===== src/rtl/fhc_pkg.sv =====
package fhc_pkg;

	// ************************************************************
	// Clock and pin timing
	// ************************************************************
	localparam int CLK_NS = 100; // System clock period
	localparam int TMR_W = 9; // Width of the wait timer
	localparam int T_READY_ALG_NS = 20000; // Reset low to read mode, algorithm running
	localparam int T_READY_IDLE_NS = 500; // Reset low to read mode, no algorithm
	localparam int T_RP_NS = 500; // Least reset pulse width
	localparam int T_RH_NS = 50; // Reset high before first read
	localparam int T_STBY_NS = 20000; // Reset low to standby
	localparam int T_FHQV_NS = 85; // Width switch to outputs settled (slow grade)
	localparam int T_RSP_NS = 4000; // Elevated reset setup before first write
	localparam int T_RRB_NS = 4000; // Elevated reset hold after ready
	localparam int T_OEPH_NS = 20; // Enable high between status reads
	localparam int T_ACC_NS = 85; // Access time (slow grade)
	localparam int T_WP_NS = 35; // Write pulse width (slow grade)
	// Least times round up to whole cycles
	localparam int READY_ALG_CYC = (T_READY_ALG_NS + CLK_NS - 1) / CLK_NS;
	localparam int READY_IDLE_CYC = (T_READY_IDLE_NS + CLK_NS - 1) / CLK_NS;
	localparam int RP_CYC = (T_RP_NS + CLK_NS - 1) / CLK_NS;
	localparam int RH_CYC = (T_RH_NS + CLK_NS - 1) / CLK_NS;
	localparam int STBY_CYC = (T_STBY_NS + CLK_NS - 1) / CLK_NS;
	localparam int FHQV_CYC = (T_FHQV_NS + CLK_NS - 1) / CLK_NS;
	localparam int RSP_CYC = (T_RSP_NS + CLK_NS - 1) / CLK_NS;
	localparam int RRB_CYC = (T_RRB_NS + CLK_NS - 1) / CLK_NS;
	localparam int OEPH_CYC = (T_OEPH_NS + CLK_NS - 1) / CLK_NS;
	localparam int ACC_CYC = (T_ACC_NS + CLK_NS - 1) / CLK_NS;
	localparam int WP_CYC = (T_WP_NS + CLK_NS - 1) / CLK_NS;

	// ************************************************************
	// Register map (byte addresses)
	// ************************************************************
	localparam logic [4:0] REG_CMD = 5'h00; // Command, write starts an operation
	localparam logic [4:0] REG_ADDR = 5'h04; // Flash address
	localparam logic [4:0] REG_WDATA = 5'h08; // Write data
	localparam logic [4:0] REG_RDATA = 5'h0C; // Read data
	localparam logic [4:0] REG_STATUS = 5'h10; // Live status
	localparam logic [4:0] REG_IRQ_STAT = 5'h14; // Sticky events
	localparam logic [4:0] REG_IRQ_CLR = 5'h18; // Write one to clear
	localparam logic [4:0] REG_IRQ_EN = 5'h1C; // Event enables
	localparam int CMD_STBY_BIT = 4; // Reset op: hold for standby
	localparam int CMD_CEFRAME_BIT = 5; // Poll op: frame reads with chip enable
	localparam int IRQ_W = 3; // Event count
	localparam int ADDR_W = 20; // Flash word address width
	localparam logic [31:0] RESET_WORD = 32'h0000_0000; // Value of data registers after reset

	// ************************************************************
	// Opcodes and states
	// ************************************************************
	localparam logic [3:0] OP_READ = 4'h1;
	localparam logic [3:0] OP_WRITE = 4'h2;
	localparam logic [3:0] OP_RESET = 4'h3;
	localparam logic [3:0] OP_POLL = 4'h4;
	localparam logic [3:0] OP_PROTECT = 4'h5;
	localparam logic [3:0] OP_UNPROTECT = 4'h6;
	localparam logic [3:0] OP_TU_ENTER = 4'h7;
	localparam logic [3:0] OP_TU_EXIT = 4'h8;
	localparam logic [3:0] OP_WIDTH = 4'h9;

	typedef enum logic [3:0] {
		S_IDLE, S_RD, S_WR, S_WR_REC, S_RST_LOW, S_RST_REC, S_POLL_RD, S_POLL_GAP,
		S_PROT_SET, S_RB_WAIT, S_ELEV_HOLD, S_TU_SETUP, S_WIDTH
	} fhc_state_e;

endpackage


===== src/rtl/fhc_ctrl.sv =====
// Summary of operation
// - Wait 50ns after reset release before reading.
// - Hold reset 20us low to reach standby.
// - Status reads framed by output or chip enable.
// - Main toggle polling accepts any address.
// - Protect drives A6 low, A1 high, A0 low.
// - Unprotect drives A6 high, A1 high, A0 low.
// - Elevated reset held 4us before first write.
// - Elevated reset held 4us after ready returns.
// - Output enable high between status reads; with chip enable framing, chip enable goes high instead.
//
// The register addresses and the Avalon-MM register port were left to the implementer.
`timescale 1ns/1ps
module fhc_ctrl
	import fhc_pkg::*;
(
	input wire logic clock_i,
	input wire logic rst_i,
	input wire logic [4:0] address_i,
	input wire logic read_i,
	input wire logic write_i,
	input wire logic [31:0] writedata_i,
	output logic [31:0] readdata_o,
	output logic waitrequest_o,
	output logic irq_o,
	output logic flash_reset_n_o,
	output logic flash_elevated_o,
	output logic flash_ce_n_o,
	output logic flash_oe_n_o,
	output logic flash_we_n_o,
	output logic word_byte_select_o,
	output logic [ADDR_W-1:0] flash_addr_o,
	input wire logic [15:0] flash_dq_i,
	output logic [15:0] flash_dq_o,
	output logic flash_dq_oe_o,
	input wire logic ready_busy_n_i
);

	// ************************************************************
	// Declarations
	// ************************************************************
	fhc_state_e state_ff, nxt_state; // Sequencer state
	logic [ADDR_W-1:0] addr_ff; // Flash address register
	logic [15:0] wdata_ff; // Write data register
	logic [15:0] rdata_ff; // Last data read
	logic [IRQ_W-1:0] irq_stat_ff, irq_en_ff, nxt_irq_stat;
	logic stby_ff, ce_frame_ff; // Operation options
	logic prot_ff, unprot_ff; // Protect sequence running
	logic tu_mode_ff; // Temporary unprotect active
	logic wbs_ff; // Word (1) or byte (0) mode
	logic poll_first_ff; // First status read of a poll
	logic dq6_ff, dq2_ff, dq7_ff; // Last status bits
	logic susp_seen_ff; // Suspend toggle seen in this poll
	logic rb_ff; // Previous ready/busy
	logic rd_ack_ff; // Read answered
	logic [31:0] readdata_ff;
	logic tmr_load, tmr_done;
	logic [TMR_W-1:0] tmr_val;

	// ************************************************************
	// Bus decode
	// ************************************************************
	wire sel_cmd = (address_i == REG_CMD);
	wire sel_addr = (address_i == REG_ADDR);
	wire sel_wdata = (address_i == REG_WDATA);
	wire sel_clr = (address_i == REG_IRQ_CLR);
	wire sel_en = (address_i == REG_IRQ_EN);
	wire idle = (state_ff == S_IDLE);
	wire cmd_go = write_i & sel_cmd & idle; // Command taken only when idle
	wire [3:0] op = writedata_i[3:0];
	wire cap_rd = (state_ff == S_RD) & tmr_done; // Read data sampled
	wire cap_poll = (state_ff == S_POLL_RD) & tmr_done; // Status sampled
	wire main_tog = flash_dq_i[6] ^ dq6_ff; // Main toggle bit changed
	wire poll_end = cap_poll & ~poll_first_ff & ~main_tog; // Toggling stopped
	wire [31:0] status_word = {24'h0, tu_mode_ff, ~wbs_ff, ready_busy_n_i, ~idle,
		susp_seen_ff, dq7_ff, dq6_ff, prot_ff};
	wire [31:0] rd_mux;
	wire [IRQ_W-1:0] events;

	// Read data selection
	assign rd_mux = (address_i == REG_ADDR) ? {12'h0, addr_ff} :
		(address_i == REG_WDATA) ? {16'h0, wdata_ff} :
		(address_i == REG_RDATA) ? {16'h0, rdata_ff} :
		(address_i == REG_STATUS) ? status_word :
		(address_i == REG_IRQ_STAT) ? {29'h0, irq_stat_ff} :
		(address_i == REG_IRQ_EN) ? {29'h0, irq_en_ff} : 32'h0;

	// Reads wait one cycle, commands wait while busy
	assign waitrequest_o = (read_i & ~rd_ack_ff) | (write_i & sel_cmd & ~idle);
	assign readdata_o = readdata_ff;

	// ************************************************************
	// Events and interrupt
	// ************************************************************
	assign events = {cap_poll & ~poll_first_ff & (flash_dq_i[2] ^ dq2_ff),
		ready_busy_n_i & ~rb_ff, ~idle & (nxt_state == S_IDLE)};
	// Set wins over clear
	assign nxt_irq_stat = (irq_stat_ff & ~((write_i & sel_clr) ? writedata_i[IRQ_W-1:0] : '0)) | events;
	assign irq_o = |(irq_stat_ff & irq_en_ff);

	// ************************************************************
	// Sequencer
	// ************************************************************
	always_comb
	begin
		nxt_state = state_ff;
		tmr_load = 1'b0;
		tmr_val = '0;
		case (state_ff)
			S_IDLE:
				if (cmd_go)
				begin
					tmr_load = 1'b1;
					if (op == OP_READ)
					begin
						nxt_state = S_RD;
						tmr_val = TMR_W'(ACC_CYC - 1);
					end
					else if (op == OP_WRITE)
					begin
						nxt_state = S_WR;
						tmr_val = TMR_W'(WP_CYC - 1);
					end
					else if (op == OP_RESET)
					begin
						nxt_state = S_RST_LOW;
						// Hold until the device is surely back in read mode, or in standby
						if (writedata_i[CMD_STBY_BIT])
							tmr_val = TMR_W'(STBY_CYC - 1);
						else if (!ready_busy_n_i)
							tmr_val = TMR_W'(READY_ALG_CYC - 1);
						else
							tmr_val = TMR_W'(((READY_IDLE_CYC > RP_CYC) ? READY_IDLE_CYC : RP_CYC) - 1);
					end
					else if (op == OP_POLL)
					begin
						nxt_state = S_POLL_RD;
						tmr_val = TMR_W'(ACC_CYC - 1);
					end
					else if (op == OP_PROTECT || op == OP_UNPROTECT)
					begin
						nxt_state = S_PROT_SET;
						tmr_val = TMR_W'(RSP_CYC - 1);
					end
					else if (op == OP_TU_ENTER)
					begin
						nxt_state = S_TU_SETUP;
						tmr_val = TMR_W'(RSP_CYC - 1);
					end
					else if (op == OP_TU_EXIT)
						nxt_state = S_RB_WAIT;
					else if (op == OP_WIDTH)
					begin
						nxt_state = S_WIDTH;
						tmr_val = TMR_W'(FHQV_CYC - 1);
					end
				end
			S_RD, S_TU_SETUP, S_WIDTH, S_ELEV_HOLD:
				if (tmr_done)
					nxt_state = S_IDLE;
			S_WR:
				if (tmr_done)
					nxt_state = S_WR_REC;
			S_WR_REC:
				nxt_state = prot_ff ? S_RB_WAIT : S_IDLE;
			S_RST_LOW:
				if (tmr_done)
				begin
					nxt_state = S_RST_REC;
					tmr_load = 1'b1;
					tmr_val = TMR_W'(RH_CYC - 1);
				end
			S_RST_REC:
				if (tmr_done)
					nxt_state = S_IDLE;
			S_POLL_RD:
				if (poll_end)
					nxt_state = S_IDLE;
				else if (tmr_done)
				begin
					nxt_state = S_POLL_GAP;
					tmr_load = 1'b1;
					tmr_val = TMR_W'(OEPH_CYC - 1);
				end
			S_POLL_GAP:
				if (tmr_done)
				begin
					nxt_state = S_POLL_RD;
					tmr_load = 1'b1;
					tmr_val = TMR_W'(ACC_CYC - 1);
				end
			S_PROT_SET:
				if (tmr_done)
				begin
					nxt_state = S_WR;
					tmr_load = 1'b1;
					tmr_val = TMR_W'(WP_CYC - 1);
				end
			S_RB_WAIT:
				// Wait for ready, then keep the elevated level on
				if (ready_busy_n_i)
				begin
					nxt_state = S_ELEV_HOLD;
					tmr_load = 1'b1;
					tmr_val = TMR_W'(RRB_CYC - 1);
				end
			default:
				nxt_state = S_IDLE;
		endcase
	end

	// Wait timer
	fhc_timer u_timer (
		.clock_i(clock_i),
		.rst_i(rst_i),
		.load_i(tmr_load),
		.load_val_i(tmr_val),
		.done_o(tmr_done)
	);

	// ************************************************************
	// Flash pins
	// ************************************************************
	wire rd_phase = (state_ff == S_RD) | (state_ff == S_POLL_RD);
	wire gap = (state_ff == S_POLL_GAP);
	assign flash_reset_n_o = (state_ff != S_RST_LOW);
	assign flash_elevated_o = tu_mode_ff | prot_ff;
	assign flash_ce_n_o = ~(rd_phase | (state_ff == S_WR) | (gap & ~ce_frame_ff));
	assign flash_oe_n_o = ~(rd_phase | (gap & ce_frame_ff));
	assign flash_we_n_o = (state_ff != S_WR);
	assign flash_dq_oe_o = (state_ff == S_WR) | (state_ff == S_WR_REC);
	assign flash_dq_o = wdata_ff;
	assign word_byte_select_o = wbs_ff;
	// Protect address pattern overrides A6, A1, A0; polling uses any address
	assign flash_addr_o = prot_ff ? {addr_ff[ADDR_W-1:7], unprot_ff, addr_ff[5:2], 2'b10} : addr_ff;

	// ************************************************************
	// Registers
	// ************************************************************
	always_ff @(posedge clock_i)
	begin
		if (rst_i)
		begin
			state_ff <= S_IDLE;
			addr_ff <= '0;
			wdata_ff <= RESET_WORD[15:0];
			rdata_ff <= RESET_WORD[15:0];
			irq_stat_ff <= '0;
			irq_en_ff <= '0;
			rd_ack_ff <= 1'b0;
			readdata_ff <= RESET_WORD;
			rb_ff <= 1'b1;
		end
		else
		begin
			state_ff <= nxt_state;
			irq_stat_ff <= nxt_irq_stat;
			rd_ack_ff <= read_i & ~rd_ack_ff;
			rb_ff <= ready_busy_n_i;
			if (read_i & ~rd_ack_ff)
				readdata_ff <= rd_mux;
			if (write_i & sel_addr)
				addr_ff <= writedata_i[ADDR_W-1:0];
			if (write_i & sel_wdata)
				wdata_ff <= writedata_i[15:0];
			if (write_i & sel_en)
				irq_en_ff <= writedata_i[IRQ_W-1:0];
			// Byte mode keeps only the low lane
			if (cap_rd)
				rdata_ff <= wbs_ff ? flash_dq_i : {8'h0, flash_dq_i[7:0]};
		end
	end

	// Operation options and modes
	always_ff @(posedge clock_i)
	begin
		if (rst_i)
		begin
			stby_ff <= 1'b0;
			ce_frame_ff <= 1'b0;
			prot_ff <= 1'b0;
			unprot_ff <= 1'b0;
			tu_mode_ff <= 1'b0;
			wbs_ff <= 1'b1;
		end
		else
		begin
			if (cmd_go)
			begin
				stby_ff <= writedata_i[CMD_STBY_BIT];
				ce_frame_ff <= writedata_i[CMD_CEFRAME_BIT];
				unprot_ff <= (op == OP_UNPROTECT);
			end
			if (cmd_go & (op == OP_PROTECT || op == OP_UNPROTECT))
				prot_ff <= 1'b1;
			if (cmd_go & (op == OP_TU_ENTER))
				tu_mode_ff <= 1'b1;
			// Width comes from the write data register, since bit 0 of the command word is part of the opcode
			if (cmd_go & (op == OP_WIDTH))
				wbs_ff <= wdata_ff[0];
			if ((state_ff == S_ELEV_HOLD) & tmr_done)
			begin
				prot_ff <= 1'b0;
				tu_mode_ff <= 1'b0;
			end
		end
	end

	// Status sampling during polls
	always_ff @(posedge clock_i)
	begin
		if (rst_i)
		begin
			poll_first_ff <= 1'b0;
			dq6_ff <= 1'b0;
			dq2_ff <= 1'b0;
			dq7_ff <= 1'b0;
			susp_seen_ff <= 1'b0;
		end
		else if (cmd_go & (op == OP_POLL))
		begin
			poll_first_ff <= 1'b1;
			susp_seen_ff <= 1'b0;
		end
		else if (cap_poll)
		begin
			poll_first_ff <= 1'b0;
			dq6_ff <= flash_dq_i[6];
			dq2_ff <= flash_dq_i[2];
			dq7_ff <= flash_dq_i[7];
			if (!poll_first_ff && (flash_dq_i[2] ^ dq2_ff))
				susp_seen_ff <= 1'b1;
		end
	end

	// ************************************************************
	// Assertions
	// ************************************************************
	logic [2:0] rel_cnt_ff; // Cycles since reset release
	logic [8:0] low_cnt_ff; // Cycles reset held low
	logic [5:0] elev_cnt_ff; // Cycles elevated level held
	logic [5:0] rbh_cnt_ff; // Cycles ready/busy high
	always_ff @(posedge clock_i)
	begin
		if (rst_i)
		begin
			rel_cnt_ff <= 3'h7;
			low_cnt_ff <= 9'h000;
			elev_cnt_ff <= 6'h00;
			rbh_cnt_ff <= 6'h00;
		end
		else
		begin
			rel_cnt_ff <= !flash_reset_n_o ? 3'h0 : (rel_cnt_ff == 3'h7 ? rel_cnt_ff : rel_cnt_ff + 3'h1);
			low_cnt_ff <= flash_reset_n_o ? 9'h000 : (&low_cnt_ff ? low_cnt_ff : low_cnt_ff + 9'h001);
			elev_cnt_ff <= !flash_elevated_o ? 6'h00 : (&elev_cnt_ff ? elev_cnt_ff : elev_cnt_ff + 6'h01);
			rbh_cnt_ff <= !ready_busy_n_i ? 6'h00 : (&rbh_cnt_ff ? rbh_cnt_ff : rbh_cnt_ff + 6'h01);
		end
	end
endmodule // fhc_ctrl


===== src/rtl/fhc_timer.sv =====
`timescale 1ns/1ps
module fhc_timer
	import fhc_pkg::*;
(
	input wire logic clock_i,
	input wire logic rst_i,
	input wire logic load_i,
	input wire logic [TMR_W-1:0] load_val_i,
	output logic done_o
);

	logic [TMR_W-1:0] count_ff; // Remaining cycles
	logic [TMR_W-1:0] nxt_count;

	// Load wins, otherwise count down to zero and stay
	assign nxt_count = load_i ? load_val_i : (count_ff != '0 ? count_ff - 1'b1 : count_ff);
	assign done_o = (count_ff == '0);

	// Down counter
	always_ff @(posedge clock_i)
	begin
		if (rst_i)
			count_ff <= '0;
		else
			count_ff <= nxt_count;
	end

endmodule // fhc_timer

===== config.mk =====
export PLATFORM = sky130hd
export DESIGN_NAME = fhc_ctrl
export DESIGN_NICKNAME = d
export VERILOG_FILES = /design/src/rtl/fhc_pkg.sv /design/src/rtl/fhc_ctrl.sv /design/src/rtl/fhc_timer.sv
export SDC_FILE = /design/constraint.sdc
export NUM_CORES = 1
export LEC_CHECK = 0
export ABC_AREA = 1
export BUFFER_PORTS_ARGS = -buffer_cell sky130_fd_sc_hd__buf_2
export CORE_MARGIN = 5
export CORE_UTILIZATION = 45
export CTS_BUF_LIST = sky130_fd_sc_hd__clkbuf_16
export DETAILED_ROUTE_END_ITERATION = 8
export PLACE_DENSITY = 0.7
export SETUP_SLACK_MARGIN = 0.5
export SLEW_MARGIN = 20
export SYNTH_ARGS = -nofsm -noshare
export SYNTH_HDL_FRONTEND = slang
export SYNTH_SLANG_ARGS = --single-unit

===== constraint.sdc =====
create_clock -name clock_i -period 4.5 [get_ports clock_i]
set_clock_uncertainty 0.15 [all_clocks]
set_input_delay 0.225 -clock clock_i [delete_from_list [all_inputs] [get_ports clock_i]]
set_output_delay 0.225 -clock clock_i [all_outputs]
set_load 0.01 [all_outputs]

==> results by group <==
Status
  • Outcome: completed

Clock tree
  • Root Driver: clkbuf_16
  • Worst-Skew Late Latency: 0.34 ns
  • Clock transition at the registers of the reported paths: around 0.080 ns
  • CTS tree: done
  • Number of H-tree levels: 3
  • TritonCTS Sinks: 103
  • Num CTS Buffers: 9
  • # resized after CTS: 0
  • Max Buffers Root-to-Sink: 2

Timing
  • Slew @ Worst Pin: approximately 0.97 ns
  • Setup TNS: 0 ns
  • Fin. max-slew vios: 0
  • Final Setup Violations: 0
  • Final Critical Period: around 2.1 ns
  • Max Fclk: approximately 480 MHz
  • Final WS setup: 2.398 ns
  • Fin. Hold Viols: 0
  • Relative slew slack: 0.3530
  • WHS: between 0.01 and 0.015 ns
  • Fin crit share: 0.4672
  • RSZ-0062 raised after global routing: no

Global routing
  • Vias in the first global route: approximately 4700
  • Gr usage total: 0.2104
  • First-pass GRT wire length: 24.36 mm
  • Largest net degree at the start of global routing: between 70 and 80
  • Initial antenna violation count: 0
  • GRT overflow: 0

Cells and area
  • Fillers: 1171
  • Share of cells above drive strength 1: 0.2103
  • Register Area: approximately 2100 µm²
  • Layout Utilization: 0.5335
  • Nets: a little under 900
  • Layout area overhead: 16.57%
  • # diodes: 0
  • Area of the multi-input gates: approximately 2600 µm²

Detailed routing
  • Vias/cell: approximately 5.3
  • DRT antenna net count: 0
  • WL final: 15.04 mm
  • Via count: 5172
  • Met2 Routed Length: between 6 and 7 mm
  • DRC Markers: 0
  • M1 wire length: 7.034 mm
  • WL/cell: 15.34 µm
  • DRT iter0 DRCs: approximately 580
  • Drt first pass iters: 5
  • Uppermost layer routed: met4
  • Met3 wire length: roughly 1.1 mm

Synthesis
  • Cell variety after synth: between 40 and 50
  • YS warnings: 0
  • Post-Synthesis Cells: between 700 and 800
  • Yosys top cell area share: 0.3945
  • Post-synth top flop: dfxtp_1
  • Async S/R FF share, synth: 0
  • #FFs+latches synth: about 100
  • Top cells by area, synth: dfxtp_1 (39%), nand2_1 (12%), a21oi_1 (7.0%)
  • Mean post-synth cell area: about 7 µm²
  • Synth Cell Area: about 5200 µm²
  • Dominant cell type by area after synthesis: dfxtp_1
  • Sequential fraction of the synthesis area: 0.3945
  • EDFF count, synth: 0

Job
  • # Max-Cap Violations: 0

Power
  • Leak Pwr: around 2.7 nW
  • Pwr Density: 392.3 nW/µm²
  • Total power: about 2.4 mW
  • Worst-case vdd ir drop: roughly 0.29 mV

Critical path
  • Critical path endpoint category: flop
  • Startpoint Class: flop
  • CP required: about 4.6 ns
  • Worst Path Arrival: between 2 and 2.5 ns
  • Largest fanout on the critical path: 6
  • WS Path Type: reg2reg

Die
  • DIE AREA: roughly 14000 µm²
  • Die W: ~120 µm
  • Row cnt: 39
  • Initial core utilization: 0.4577
  • Core ar.: 11420 µm²
  • Die H: 117.8 µm
  • I/O Pins: 135

Place
  • GPL Wtd Cong: a little over 0.9
  • Dpl hpwl: about 11 mm
  • Port bufs: 110
  • DP Worst Slack: between 2 and 2.5 ns

Hold path
  • Worst min path class: in2reg
metal layers:
| metal | vias to the layer above | global-route usage |
|---|---|---|
| met1 | 2356 | 0.3000 |
| met4 | 0 | 0.06667 |
| met3 | 23 | 0.05286 |
| met5 | - | 0 |
| met2 | 200 | 0.3115 |
| li1 | 2593 | - |
synth_stat cells (all sizes together), types with 2 or more instances:
cell type,instances
clkbuf,23
nor2,81
dfxtp,103
nand3,57
or2,3
o22ai,2
xor2,4
ha,2
nand4,3
nand2,173
nor3,14
inv,79
o2111ai,3
buf,37
a211oi,17
o21ai,48
a41oi,8
a21oi,75
per-stage QoR:
| step | area [µm²] | instances |
|---|---|---|
| finish | 6092 | 980 |
| global route | 6092 | 980 |
| CTS | 6082 | 979 |
| detailed placement | 5690 | 953 |
| global placement | 5690 | 953 |
| floorplan | 5268 | 755 |
layout make-up:
class / instances / share of cell area
clock inverters: 7 / 0.01089
well taps: 143 / 0.02937
flip-flops and latches: 103 / 0.3385
inverters: 79 / 0.04950
clock buffers: 9 / 0.03697
repair buffers: 126 / 0.1146
multi-input cells: 513 / 0.4202
timing repair:
item                      4_1_cts  5_1_grt
hold buffers                   10        1
hold endpoints to repair       10        1
buffers inserted                0        0
critical path: stages, from the launching register on:
cell     delay (ns)
dfxtp_1        0.32
inv_1          0.15
ha_1           0.20
inv_1          0.06
nor2_1         0.09
nand2_1        0.07
nor2_2         0.17
nand4_2        0.13
nand2_1        0.13
nand2_1        0.07
nor2_2         0.12
nand2_1        0.08
nor2_1         0.10
nand2_1        0.09
a21oi_2        0.11
logic make-up (layout without fill, tap and decap cells):
| logic type | count (synthesis) | count (layout) | synth area share |
|---|---|---|---|
| buf+inv | 139 | 221 | 0.1250 |
| fa+ha+maj | 2 | 2 | 0.004787 |
| compound gates | 161 | 161 | 0.1786 |
| other cells | 1 | 12 | 0.0007175 |
| simple gates | 333 | 333 | 0.2880 |
| flops | 103 | 103 | 0.3945 |
| xor+xnor | 5 | 5 | 0.008379 |
worst paths after layout:
check / start / end / slack, ns / cells after the start
worst max-delay path: u_timer.count_ff[0] / irq_stat_ff[0] / 2.40 / 14
worst min-delay path: writedata_i[7] / flash_dq_o[7] / 0.01 / 3
worst min register to register: readdata_o[0] / readdata_o[0] / 0.32 / 2
worst max register to register: u_timer.count_ff[0] / irq_stat_ff[0] / 2.40 / 14
cells in the final DEF, fill, tap and decap left out, drive strengths merged, types with 2 or more instances in the layout:
cell           n
nand2        173
buf          115
dfxtp        103
inv           83
nor2          81
a21oi         75
nand3         57
o21ai         48
a211oi        17
nor3          14
conb          12
dlygate4sd3   11
clkbuf         9
a41oi          8
xor2           4
o2111ai        3
or2            3
nand4          3
clkinv         3
o22ai          2
ha             2
state kept, by name (all words and copies together), names as in the netlist, 3 cells and up:
register / count
addr_ff: 20
flash_dq_o: 16
irq_en_ff: 3
irq_stat_ff: 3
rdata_ff: 16
readdata_o: 20
state_ff: 4
u_timer.count_ff: 9
power by group:
group	switching (mW)	total, mW	internal (mW)	leakage (nW)
clock network	0.377	0.766	0.389	0.146
registers	0.0466	1.01	0.967	0.835
logic	0.398	0.611	0.213	1.71
total	0.822	2.39	1.57	2.69
(Power assumes the default switching activity.)
